--- config.mk ---
export PLATFORM = sky130hd
export DESIGN_NAME = boot_image_loader
export DESIGN_NICKNAME = d
export VERILOG_FILES = /design/src/logic/boot_pkg.sv /design/src/logic/boot_image_loader.sv
export SDC_FILE = /design/constraint.sdc
export NUM_CORES = 1
export LEC_CHECK = 0
export ABC_AREA = 1
export BUFFER_PORTS_ARGS = -buffer_cell sky130_fd_sc_hd__buf_2
export CORE_UTILIZATION = 40
export DETAILED_ROUTE_END_ITERATION = 10
export PLACE_DENSITY = 0.57
export REMOVE_ABC_BUFFERS = 1
export SYNTH_ARGS = -nofsm -noshare
export SYNTH_HDL_FRONTEND = slang
export SYNTH_SLANG_ARGS = --single-unit
--- constraint.sdc ---
create_clock -name i_mclk -period 3.7 [get_ports i_mclk]
set_clock_uncertainty 0.2 [all_clocks]
set_input_delay 0.185 -clock i_mclk [delete_from_list [all_inputs] [get_ports i_mclk]]
set_output_delay 0.185 -clock i_mclk [all_outputs]
set_load 0.01 [all_outputs]
--- src/logic/boot_pkg.sv ---
package boot_pkg;

	localparam int CLK_PERIOD_NS = 10;
	localparam int RST_PROC_MIN_US = 15;
	localparam int RST_PROC_MAX_US = 150;
	localparam int RST_PROC_CYC = (RST_PROC_MIN_US * 1000 + CLK_PERIOD_NS - 1) / CLK_PERIOD_NS;

	localparam logic [31:0] CRC_POLY = 32'hEDB88320;
	localparam logic [31:0] CRC_INIT = 32'hFFFFFFFF;
	localparam logic [31:0] CRC_SKIP_MARK = 32'h0D15AB1E;

	localparam int SEC_SECURE_BOOT_BIT = 5;
	localparam logic [10:0] OTP_SEC_ROW = 11'h7FF;
	localparam logic [10:0] OTP_IMAGE_ROW = 11'h000;

	localparam logic [7:0] QSPI_CMD_QREAD = 8'h6B;
	localparam logic [23:0] FLASH_START_ADDR = 24'h000000;
	localparam logic [5:0] QSPI_HDR_LAST = 6'h1F;
	localparam logic [5:0] QSPI_DUMMY_LAST = 6'h07;
	localparam logic [1:0] QSPI_PH_DRIVE = 2'h0;
	localparam logic [1:0] QSPI_PH_SAMPLE = 2'h3;

	localparam logic [31:0] RAM_BASE_ADDR = 32'h00000000;
	localparam int FIFO_WORDS = 16;

	typedef struct packed {
		logic sclk;
		logic cs_n;
		logic [3:0] dq;
		logic [3:0] dq_oe;
	} qspi_pins_s;

	typedef struct packed {
		logic we;
		logic [15:0] addr;
		logic [31:0] data;
	} ram_wr_s;

endpackage

--- src/logic/boot_image_loader.sv ---
`timescale 1ns/10ps
`default_nettype none

// Byte FIFO between the image source and the parser.
module byte_fifo #(
	parameter int WIDTH = 8,
	parameter int DEPTH = 16
) (
	input wire logic i_mclk,
	input wire logic i_nrst,
	input wire logic i_ce,
	input wire logic i_in_valid,
	output logic o_in_ready,
	input wire logic [WIDTH-1:0] i_in_data,
	output logic o_out_valid,
	input wire logic i_out_ready,
	output logic [WIDTH-1:0] o_out_data
);
	localparam int AW = $clog2(DEPTH);
	initial begin
		if (DEPTH < 2 || (1 << AW) != DEPTH) $error("DEPTH must be a power of two");
	end
	logic [WIDTH-1:0] mem_q [DEPTH];
	logic [AW-1:0] wp_q, wp_d, rp_q, rp_d;
	logic [AW:0] cnt_q, cnt_d;
	logic push, pop;

	always_comb begin
		push = i_in_valid && o_in_ready;
		pop = o_out_valid && i_out_ready;
		wp_d = push ? wp_q + 1'b1 : wp_q;
		rp_d = pop ? rp_q + 1'b1 : rp_q;
		cnt_d = cnt_q + (AW+1)'(push) - (AW+1)'(pop);
		o_in_ready = cnt_q != (AW+1)'(DEPTH);
		o_out_valid = cnt_q != '0;
		o_out_data = mem_q[rp_q];
	end

	always_ff @(posedge i_mclk) begin
		if (!i_nrst) begin
			wp_q <= '0;
			rp_q <= '0;
			cnt_q <= '0;
		end else if (i_ce) begin
			wp_q <= wp_d;
			rp_q <= rp_d;
			cnt_q <= cnt_d;
			if (push) begin
				mem_q[wp_q] <= i_in_data;
			end
		end
	end
endmodule

// Behaviour
// - While reset is held low the tile stays in reset and every general pin is pulled down.
// - After reset is released an internal reset period of 15 to 150 us runs before boot.
// - Security bit 5 set selects boot from OTP, otherwise from the embedded serial flash.
// - The image opens with a 32-bit word count s followed by s times four program bytes.
// - A 32-bit trailer follows; the value 0x0D15AB1E skips the check, else it is the CRC.
// - Word count and trailer are little-endian, least significant byte first.
// - The program is written from the lowest RAM address and execution starts there.
// - The CRC covers the word count and all program bytes but not the trailer.
// - The CRC is the reflected polynomial 0xEDB88320, bytes taken LSB first.
// - The CRC starts at all ones and the final value is inverted before comparison.
// - OTP boot fetches from OTP address 0 and bypasses the boot ROM.
// - The security register is loaded from OTP before the boot source is chosen.
module boot_image_loader import boot_pkg::*; #(
	parameter int RST_CYCLES = RST_PROC_CYC,
	parameter int GPIO_COUNT = 16
) (
	input wire logic i_mclk,
	input wire logic i_nrst,
	input wire logic i_ce,
	output qspi_pins_s o_qspi,
	input wire logic [3:0] i_qspi_dq,
	output logic o_otp_rd,
	output logic [10:0] o_otp_addr,
	input wire logic i_otp_valid,
	input wire logic [31:0] i_otp_data,
	output ram_wr_s o_ram,
	input wire logic i_ram_ready,
	output logic [GPIO_COUNT-1:0] o_gpio_pulldown,
	output logic o_core_rst_n,
	output logic [31:0] o_start_addr,
	output logic o_boot_done,
	output logic o_boot_fail
);
	initial begin
		if (RST_CYCLES < 1 || RST_CYCLES > 65535) $error("RST_CYCLES out of range");
		if (GPIO_COUNT < 1) $error("GPIO_COUNT must be positive");
	end

	function automatic logic [31:0] crc_byte(input logic [31:0] c, input logic [7:0] b);
		logic [31:0] r;
		r = c ^ {24'h000000, b};
		for (int i = 0; i < 8; i++) begin
			r = r[0] ? ((r >> 1) ^ CRC_POLY) : (r >> 1);
		end
		return r;
	endfunction

	typedef enum logic [5:0] {
		B_WAIT = 6'h01, B_SEC = 6'h02, B_LOAD = 6'h04, B_RUN = 6'h08, B_FAIL = 6'h10
	} boot_e;
	typedef enum logic [3:0] {
		Q_IDLE = 4'h1, Q_HDR = 4'h2, Q_DUMMY = 4'h4, Q_DATA = 4'h8
	} qspi_e;
	typedef enum logic [3:0] {
		P_LEN = 4'h1, P_BODY = 4'h2, P_TRL = 4'h4, P_DONE = 4'h8
	} parse_e;

	// Pin inputs pass two flops; only the second is read.
	logic [3:0] dq_meta_q, dq_sync_q;
	always_ff @(posedge i_mclk) begin
		if (i_ce) begin
			dq_meta_q <= i_qspi_dq;
			dq_sync_q <= dq_meta_q;
		end
	end

	logic fifo_in_valid, fifo_in_ready, fifo_out_valid, fifo_pop;
	logic [7:0] fifo_in_data, fifo_out_data;

	boot_e b_q, b_d;
	logic [15:0] wait_q, wait_d;
	logic [31:0] sec_q, sec_d;
	logic secure;
	logic p_done, p_ok;
	logic core_rst_n_d, done_d, fail_d;

	always_comb begin
		b_d = b_q;
		wait_d = wait_q;
		sec_d = sec_q;
		core_rst_n_d = 1'b0;
		done_d = 1'b0;
		fail_d = 1'b0;
		unique case (b_q)
			B_WAIT: begin
				wait_d = wait_q + 16'h0001;
				if (wait_q == 16'(RST_CYCLES - 1)) b_d = B_SEC;
			end
			B_SEC: begin
				if (i_otp_valid) begin
					sec_d = i_otp_data;
					b_d = B_LOAD;
				end
			end
			B_LOAD: begin
				if (p_done && !o_ram.we) b_d = p_ok ? B_RUN : B_FAIL;
			end
			B_RUN: begin
				core_rst_n_d = 1'b1;
				done_d = 1'b1;
			end
			B_FAIL: begin
				fail_d = 1'b1;
				done_d = 1'b1;
			end
		endcase
		secure = sec_q[SEC_SECURE_BOOT_BIT];
	end

	always_ff @(posedge i_mclk) begin
		if (!i_nrst) begin
			b_q <= B_WAIT;
			wait_q <= '0;
			sec_q <= '0;
			o_gpio_pulldown <= '1;
			o_core_rst_n <= 1'b0;
			o_start_addr <= RAM_BASE_ADDR;
			o_boot_done <= 1'b0;
			o_boot_fail <= 1'b0;
		end else if (i_ce) begin
			b_q <= b_d;
			wait_q <= wait_d;
			sec_q <= sec_d;
			o_gpio_pulldown <= '0;
			o_core_rst_n <= core_rst_n_d;
			o_start_addr <= RAM_BASE_ADDR;
			o_boot_done <= done_d;
			o_boot_fail <= fail_d;
		end
	end

	// Quad read engine. Each SCLK period is four mclk cycles so the synchronised
	// data is settled at the sample phase; a byte is only started when the FIFO
	// has room, which is how back-pressure reaches the flash.
	qspi_e q_q, q_d;
	logic [1:0] ph_q, ph_d;
	logic [5:0] bit_q, bit_d;
	logic [31:0] hdr_q, hdr_d;
	logic [3:0] nib_q, nib_d;
	logic half_q, half_d, push_q, push_d;
	logic [7:0] pdata_q, pdata_d;
	qspi_pins_s pins_d;
	logic stall;

	always_comb begin
		q_d = q_q;
		ph_d = ph_q + 2'h1;
		bit_d = bit_q;
		hdr_d = hdr_q;
		nib_d = nib_q;
		half_d = half_q;
		push_d = 1'b0;
		pdata_d = pdata_q;
		pins_d = o_qspi;
		stall = 1'b0;
		unique case (q_q)
			Q_IDLE: begin
				ph_d = QSPI_PH_DRIVE;
				pins_d = '{sclk: 1'b0, cs_n: 1'b1, dq: 4'h0, dq_oe: 4'h0};
				if (b_q == B_LOAD && !secure && !p_done) begin
					q_d = Q_HDR;
					hdr_d = {QSPI_CMD_QREAD, FLASH_START_ADDR};
					bit_d = '0;
					pins_d.cs_n = 1'b0;
					pins_d.dq_oe = 4'h1;
				end
			end
			Q_HDR: begin
				if (ph_q == QSPI_PH_DRIVE) pins_d.dq = {3'h0, hdr_q[31]};
				if (ph_q == QSPI_PH_SAMPLE) begin
					hdr_d = {hdr_q[30:0], 1'b0};
					bit_d = bit_q + 6'h01;
					if (bit_q == QSPI_HDR_LAST) begin
						q_d = Q_DUMMY;
						bit_d = '0;
						pins_d.dq_oe = 4'h0;
					end
				end
			end
			Q_DUMMY: begin
				if (ph_q == QSPI_PH_SAMPLE) begin
					bit_d = bit_q + 6'h01;
					if (bit_q == QSPI_DUMMY_LAST) begin
						q_d = Q_DATA;
						half_d = 1'b0;
					end
				end
			end
			Q_DATA: begin
				// The byte before is still entering the FIFO in this cycle, so its room is
				// only known one cycle later; without the wait the last free slot is overrun.
				stall = ph_q == QSPI_PH_DRIVE && !half_q && (!fifo_in_ready || push_q);
				if (stall) ph_d = ph_q;
				if (ph_q == QSPI_PH_SAMPLE) begin
					nib_d = dq_sync_q;
					half_d = !half_q;
					if (half_q) begin
						push_d = 1'b1;
						pdata_d = {nib_q, dq_sync_q};
					end
				end
			end
		endcase
		if (q_q != Q_IDLE) pins_d.sclk = ph_d[1];
		if (p_done && q_q != Q_IDLE) begin
			q_d = Q_IDLE;
			pins_d = '{sclk: 1'b0, cs_n: 1'b1, dq: 4'h0, dq_oe: 4'h0};
		end
	end

	always_ff @(posedge i_mclk) begin
		if (!i_nrst) begin
			q_q <= Q_IDLE;
			ph_q <= '0;
			bit_q <= '0;
			hdr_q <= '0;
			nib_q <= '0;
			half_q <= 1'b0;
			push_q <= 1'b0;
			pdata_q <= '0;
			o_qspi <= '{sclk: 1'b0, cs_n: 1'b1, dq: 4'h0, dq_oe: 4'h0};
		end else if (i_ce) begin
			q_q <= q_d;
			ph_q <= ph_d;
			bit_q <= bit_d;
			hdr_q <= hdr_d;
			nib_q <= nib_d;
			half_q <= half_d;
			push_q <= push_d;
			pdata_q <= pdata_d;
			o_qspi <= pins_d;
		end
	end

	// OTP reader: security row first, then image words split LSB first.
	logic [10:0] oaddr_d;
	logic ord_d;
	logic [31:0] ow_q, ow_d;
	logic [2:0] ob_q, ob_d;

	always_comb begin
		oaddr_d = o_otp_addr;
		ord_d = o_otp_rd;
		ow_d = ow_q;
		ob_d = ob_q;
		if (b_q == B_SEC) begin
			oaddr_d = OTP_SEC_ROW;
			ord_d = !i_otp_valid;
			if (i_otp_valid) oaddr_d = OTP_IMAGE_ROW;
		end else if (b_q == B_LOAD && secure && !p_done) begin
			if (ob_q != 3'h0 && fifo_in_ready) begin
				ow_d = {8'h00, ow_q[31:8]};
				ob_d = ob_q - 3'h1;
			end
			if (i_otp_valid && o_otp_rd) begin
				ord_d = 1'b0;
				ow_d = i_otp_data;
				ob_d = 3'h4;
				oaddr_d = o_otp_addr + 11'h001;
			end else if (ob_q == 3'h0 && !o_otp_rd) begin
				ord_d = 1'b1;
			end
		end else begin
			ord_d = 1'b0;
		end
		fifo_in_valid = secure ? ob_q != 3'h0 : push_q;
		fifo_in_data = secure ? ow_q[7:0] : pdata_q;
	end

	always_ff @(posedge i_mclk) begin
		if (!i_nrst) begin
			o_otp_addr <= OTP_SEC_ROW;
			o_otp_rd <= 1'b0;
			ow_q <= '0;
			ob_q <= '0;
		end else if (i_ce) begin
			o_otp_addr <= oaddr_d;
			o_otp_rd <= ord_d;
			ow_q <= ow_d;
			ob_q <= ob_d;
		end
	end

	byte_fifo #(.WIDTH(8), .DEPTH(FIFO_WORDS)) u_fifo (
		.i_mclk(i_mclk),
		.i_nrst(i_nrst),
		.i_ce(i_ce),
		.i_in_valid(fifo_in_valid),
		.o_in_ready(fifo_in_ready),
		.i_in_data(fifo_in_data),
		.o_out_valid(fifo_out_valid),
		.i_out_ready(fifo_pop),
		.o_out_data(fifo_out_data)
	);

	// Image parser. A pending RAM write that is not yet accepted stops the
	// parser draining the FIFO, so a slow RAM eventually stalls the source.
	parse_e p_q, p_d;
	logic [1:0] bc_q, bc_d;
	logic [31:0] acc_q, acc_d, left_q, left_d, crc_q, crc_d, word;
	logic ok_q, ok_d;
	ram_wr_s ram_d;

	always_comb begin
		p_d = p_q;
		bc_d = bc_q;
		acc_d = acc_q;
		left_d = left_q;
		crc_d = crc_q;
		ok_d = ok_q;
		ram_d = o_ram;
		if (o_ram.we && i_ram_ready) ram_d.we = 1'b0;
		fifo_pop = b_q == B_LOAD && p_q != P_DONE && !(o_ram.we && !i_ram_ready);
		word = {fifo_out_data, acc_q[31:8]};
		if (fifo_pop && fifo_out_valid) begin
			acc_d = word;
			bc_d = bc_q + 2'h1;
			if (p_q != P_TRL) crc_d = crc_byte(crc_q, fifo_out_data);
			if (bc_q == 2'h3) begin
				unique case (p_q)
					P_LEN: begin
						left_d = word;
						p_d = word == 32'h00000000 ? P_TRL : P_BODY;
					end
					P_BODY: begin
						ram_d.we = 1'b1;
						ram_d.data = word;
						if (ram_d.we && o_ram.we) ram_d.addr = o_ram.addr;
						left_d = left_q - 32'h00000001;
						if (left_q == 32'h00000001) p_d = P_TRL;
					end
					P_TRL: begin
						p_d = P_DONE;
						ok_d = word == CRC_SKIP_MARK || word == ~crc_q;
					end
					P_DONE: begin
						p_d = P_DONE;
					end
				endcase
			end
		end
		p_done = p_q == P_DONE;
		p_ok = ok_q;
	end

	always_ff @(posedge i_mclk) begin
		if (!i_nrst) begin
			p_q <= P_LEN;
			bc_q <= '0;
			acc_q <= '0;
			left_q <= '0;
			crc_q <= CRC_INIT;
			ok_q <= 1'b0;
			o_ram <= '{we: 1'b0, addr: RAM_BASE_ADDR[15:0], data: 32'h00000000};
		end else if (i_ce) begin
			p_q <= p_d;
			bc_q <= bc_d;
			acc_q <= acc_d;
			left_q <= left_d;
			crc_q <= crc_d;
			ok_q <= ok_d;
			o_ram.we <= ram_d.we;
			o_ram.data <= ram_d.data;
			if (o_ram.we && i_ram_ready) begin
				o_ram.addr <= o_ram.addr + 16'h0001;
			end
		end
	end

endmodule

`default_nettype wire

# Word level (Yosys, flattened, before mapping)
# Memory sizes are Yosys's and may differ from the RTL's. A register that Yosys moved wholly into a read port is not among the register bits.
# Index checks and enable logic that the tools add are counted.
# op_classes
add_sub_neg	12
eq_ne	42
n_mux	77
bitwise_logic	11
n_reduce_logical	72
# ops
cell	count
32-bit two-way mux	12
49-bit two-way mux	3
32-bit one-hot mux with 2 select lines	2
13-bit NOT with 14-bit output	8
4-bit two-way mux	12
11-bit two-way mux	4
6-bit two-way mux	7
6-bit one-hot mux with 3 select lines	2
16-bit by 1-bit adder with 16-bit output, second input constant	2
32-bit by 1-bit == test with 1-bit output, second input constant	1
32-bit by 28-bit == test with 1-bit output, second input constant	1
32-bit == test	1
32-bit zero test	1
32-bit NOT	1
4-bit AND reduction	8
32-bit by 1-bit subtractor with 32-bit output, second input constant	1
32-bit by 8-bit XOR with 32-bit output	1
4-bit one-hot mux with 3 select lines	2
1-bit two-way mux	22
2-bit inequality test, second input constant	10
3-bit inequality test, second input constant	6
1-bit logical AND	17
16-bit by 11-bit == test with 1-bit output, second input constant	1
8-bit one-hot mux with 2 select lines	1
other kinds (43)	88
# word_totals
ff_bits	335
ram_bits	128
inputBits	41
out_inout_bits	122
wordCells	253
n_memories	1
# memory_table
name	words	width	read_ports	rd_ports_with_merged_regs	wr	line_no	text
u_fifo.mem_q	16	8	1	1	1	boot_image_loader.sv:23	logic [WIDTH-1:0] mem_q [DEPTH];

# Longest topological paths before layout
# logic_depth
depth_word	17
depth_mapped	21
depth_no_buf	18

# Modules after synthesis
# A second synthesis with hierarchy kept.
# hier_totals
cells_unflattened	2921
area_unflattened_um2	21316.7
# by_module_without_submodules
mod	instances	cells_each	area_each_um2
boot_image_loader	1	2226	14646.5
byte_fifo	1	695	6670.1

# Least setup slack after synthesis
# OpenSTA, ideal clock, no wires.
# synth_path
path_type	register to register
startpoint	register p_q[0]
endpoint	register u_fifo.cnt_q[4]
setup_time_ns	0.070
t_arrival_ns	2.470
required_time_ns	3.430
slack_ns	0.960
stages_incl_launch_ff	19
path_buffers	0
period_less_slack_ns	2.740
path_cell_list	dfxtp_1 > nor2_1 > inv_1 > nor3_2 > nor2_4 > nand3_4 > inv_1 > ha_1 > inv_1 > ha_1 > inv_1 > fa_1 > o21ai_0 > a21oi_1 > nand2_1 > nand2_1 > nor2_1 > o21ai_0 > a21oi_1
# synth_between
elab_chain_cells	5
# synth_lines
element	line_no	text
start: declaration	boot_image_loader.sv:353	parse_e p_q, p_d;
start signal: assignment	boot_image_loader.sv:411	p_q <= p_d;
4-bit inequality test	boot_image_loader.sv:368	fifo_pop = b_q == B_LOAD && p_q != P_DONE && !(o_ram.we && !i_ram_ready);
1-bit logical AND (2 in a row)	boot_image_loader.sv:368	
1-bit logical AND	boot_image_loader.sv:30	pop = o_out_valid && i_out_ready;
5-bit by 1-bit subtractor with 5-bit output	boot_image_loader.sv:33	cnt_d = cnt_q + (AW+1)'(push) - (AW+1)'(pop);
end signal: assignment	boot_image_loader.sv:47	cnt_q <= cnt_d;
end: declaration	boot_image_loader.sv:25	logic [AW:0] cnt_q, cnt_d;
# Every way passes these cells.
# A chain may end at the register's enable or synchronous reset.

# Final worst setup path
# layout_path
startpoint	register p_q[1]
endpoint	register u_fifo.cnt_q[4]
# Same word-level chain as after synthesis.

==> results.sh <==
export IMPL_portBuffers=124
export IMPL_drt_iter0_drc=1243
export IMPL_grt_max_degree=82
export IMPL_layout_min_cycle_time_ns=3.02
export IMPL_p_leak_nw=9.47
export IMPL_start_util_pct=40.7
export IMPL_dr_total_vias=16900
export IMPL_ys_ff_latch=408
export IMPL_status="finished, final reports clean"
export IMPL_post_cts_resized=0
export IMPL_synthSimpleGateAreaFrac_pct=22.9
export IMPL_worstSetupStartpointType="flip-flop"
export IMPL_rsz0062_at_grt="no"
export IMPL_syn_area_mm2=0.0200
export IMPL_synth_edf_count=136
export IMPL_hpwl_um=35700
export IMPL_switching_share_pct=22.8
export IMPL_power_density_mw_per_mm2=434
export IMPL_synthMuxAreaShare_pct=0.0501
export IMPL_finalHoldViolCount=0
export IMPL_remaining_drc_errors=0
export IMPL_drtPass1Iterations=6
export IMPL_post_drt_via_cell_ratio=5.07
export IMPL_crit_arrival_ns=3.32
export IMPL_relSlewSlack_pct=42.3
export IMPL_yosys_top_cells_count="513 x nand2_1, 272 x dfxtp_1, 257 x inv_1, 213 x a21oi_1, 212 x nor2_1"
export IMPL_fp_dieH_um=225
export IMPL_grt_pass1_wl_um=84200
export IMPL_synth_main_ff_cell="dfxtp_1"
export IMPL_postCtsHoldBufs=41
export IMPL_cts_root_buf="clkbuf_16"
export IMPL_synthArstFlopShare_pct=0
export IMPL_gp_congestion=0.958
export IMPL_clock_power_share_pct=47.3
export IMPL_grt_usage_pct=20.8
export IMPL_cts_buffers=46
export IMPL_max_vdd_ir_drop_v=0.000302
export IMPL_wl_per_cell_um=15.8
export IMPL_synthTopCellsByArea="dfxtp_1 27%, edfxtp_1 20%, nand2_1 9.6%"
export IMPL_fp_dieArea_mm2=0.0508
export IMPL_drv_slew=0
export IMPL_nNetsFinal=2688
export IMPL_clkTransAtPathRegs_ns=0.06
export IMPL_yosysSeqAreaShare_pct=47.7
export IMPL_synthXorXnorAreaFrac_pct=2.76
export IMPL_hold_class="in2reg"
export IMPL_synth_compound_area_share_pct=14.8
export IMPL_drt_wl_total_um=52500
export IMPL_cts_setup_buffers=0
export IMPL_grt_overflow=0
export IMPL_antenna_found_initial=0
export IMPL_crit_required_ns=4.01
export IMPL_fmax_mhz=331
export IMPL_cts_tree="yes"
export IMPL_endpoint_kind="flip-flop"
export IMPL_io_pins=163
export IMPL_tightest_slew_ns=0.866
export IMPL_final_period_utilization_pct=81.5
export IMPL_synth_warnings=0
export IMPL_insertion_delay_ns=0.59
export IMPL_diodes=0
export IMPL_cts_sinks=408
export IMPL_grt_pass1_vias=15700
export IMPL_h_tree_depth=2
export IMPL_synth_most_common_cell="nand2_1"
export IMPL_synth_avg_cell_area_um2=7.96
export IMPL_synth_largest_area_cell="dfxtp_1"
export IMPL_synthAdderAreaFrac_pct=1.48
export IMPL_clk_path_buf_depth=3
export IMPL_drive_gt1_share_pct=11.6
export IMPL_max_cap_viol_count=0
export IMPL_area_delta_synth_final_pct=14.2
export IMPL_yosysTopAreaCellShare_pct=27.3
export IMPL_seq_power_share_pct=47.6
export IMPL_die_w_um=225
export IMPL_crit_fanout=4
export IMPL_synth_top_family_by_area="simple AND/OR/NAND/NOR gates"
export IMPL_ys_types=62
export IMPL_p_int_mw=7.64
export IMPL_post_route_util_pct=46.5
export IMPL_postSynthCellCount=2509
export IMPL_combPwrFrac_pct=5.2
export IMPL_setup_viol_count_final=0
export IMPL_critical_path_class="reg2reg"
export IMPL_power_mw=9.89
export IMPL_fp_row_count=81
export IMPL_core_mm2=0.0491
export IMPL_p_sw_mw=2.25
export IMPL_drtAntennaViolNets=0
critical path: stages (launching register included):
cell and delay, ns:
dfxtp_1 0.40, nor2_1 0.06, inv_1 0.10, nor3_2 0.04
buf_4 0.16, nor2_4 0.14, nand3_4 0.13, inv_1 0.08
ha_1 0.22, inv_1 0.06, ha_1 0.15, inv_1 0.05
fa_1 0.39, o21ai_0 0.19, a21oi_1 0.10, nand2_1 0.07
nand2_1 0.04, nor2_1 0.12, o21ai_0 0.09, a21oi_1 0.14
layer usage:
metal | vias up | global-route usage [%] | wire length [um]
li1 | 8505 | - | -
met1 | 7822 | 28.4 | 24500
met2 | 442 | 33.5 | 23900
met3 | 82 | 3.40 | 2930
met4 | 0 | 6.25 | 1210
met5 | - | 0 | 0
cell families (layout without fill, tap and decap cells):
| family | after synthesis | in the layout |
|---|---|---|
| xor gates and xnor gates | 62 | 62 |
| AOI/OAI and AO/OA | 541 | 541 |
| adders and majority gates | 23 | 23 |
| and+or+nand+nor | 1028 | 1028 |
| buffers and inverters | 445 | 557 |
| DFF | 408 | 408 |
| muxes | 1 | 1 |
| other | 1 | 38 |
area by class of cell:
| cell class | count | area, um^2 |
|---|---|---|
| timing repair buffer | 204 | 1350 |
| inverter | 271 | 1020 |
| tap | 664 | 831 |
| sequential | 408 | 9530 |
| clock inverter | 21 | 284 |
| fill | 4804 | 26200 |
| multi-input combinational | 1693 | 8540 |
| clock buffer | 61 | 1250 |
placed cells by master, fill, tap and decap left out, types with 47 or more instances in the layout:
cell / instances
nand2_1: 513
dfxtp_1: 271
inv_1: 257
a21oi_1: 213
nor2_1: 212
o21ai_0: 176
nand3_1: 153
edfxtp_1: 136
buf_2: 123
xor2_1: 47
power groups by stage:
| stage | clock network (mW) | registers, mW | logic [mW] |
|---|---|---|---|
| CTS | 4.79 | 4.71 | 0.509 |
| finish | 4.68 | 4.71 | 0.510 |
| global placement | 0 | 4.80 | 0.471 |
| global route | 4.96 | 4.71 | 0.578 |
| floorplan | 0 | 4.81 | 0.306 |
| detailed placement | 0 | 4.80 | 0.476 |
state kept, by name, indices dropped and copies added, names as in the netlist, 5 cells and up, named ones only:
signal,cells
hdr_q,8
b_q,5
bit_q,6
crc_q,32
o_otp_addr,11
left_q,32
acc_q,24
o_ram,49
u_fifo.cnt_q,5
ow_q,32
wait_q,16
pdata_q,8
u_fifo.mem_q,128
worst paths after layout:
kind	from	to	slack (ns)	cells past startpoint
max	p_q[1]	u_fifo.cnt_q[4]	0.68	19
max reg2reg	p_q[1]	u_fifo.cnt_q[4]	0.68	19
min	i_qspi_dq[3]	dq_meta_q[3]	0.12	2
min reg2reg	dq_meta_q[1]	dq_sync_q[1]	0.22	0
stage by stage:
stage / area, um^2 / setup WS [ns] / setup TNS [ns] / hold WS [ns] / instances
6_report: 22800 / 0.683 / 0 / 0.118 / 3322
5_1_grt: 22800 / 0.410 / 0 / 0.103 / 3322
4_1_cts: 22800 / 0.672 / 0 / 0.0854 / 3322
3_5_place_dp: 20900 / 0.700 / 0 / 0.173 / 3199
3_3_place_gp: 20900 / 0.739 / 0 / 0.170 / 3199
2_1_floorplan: 19100 / -0.366 / -5.41 / 0.0540 / 2372
Note: power is estimated with default switching activity, not from simulation.
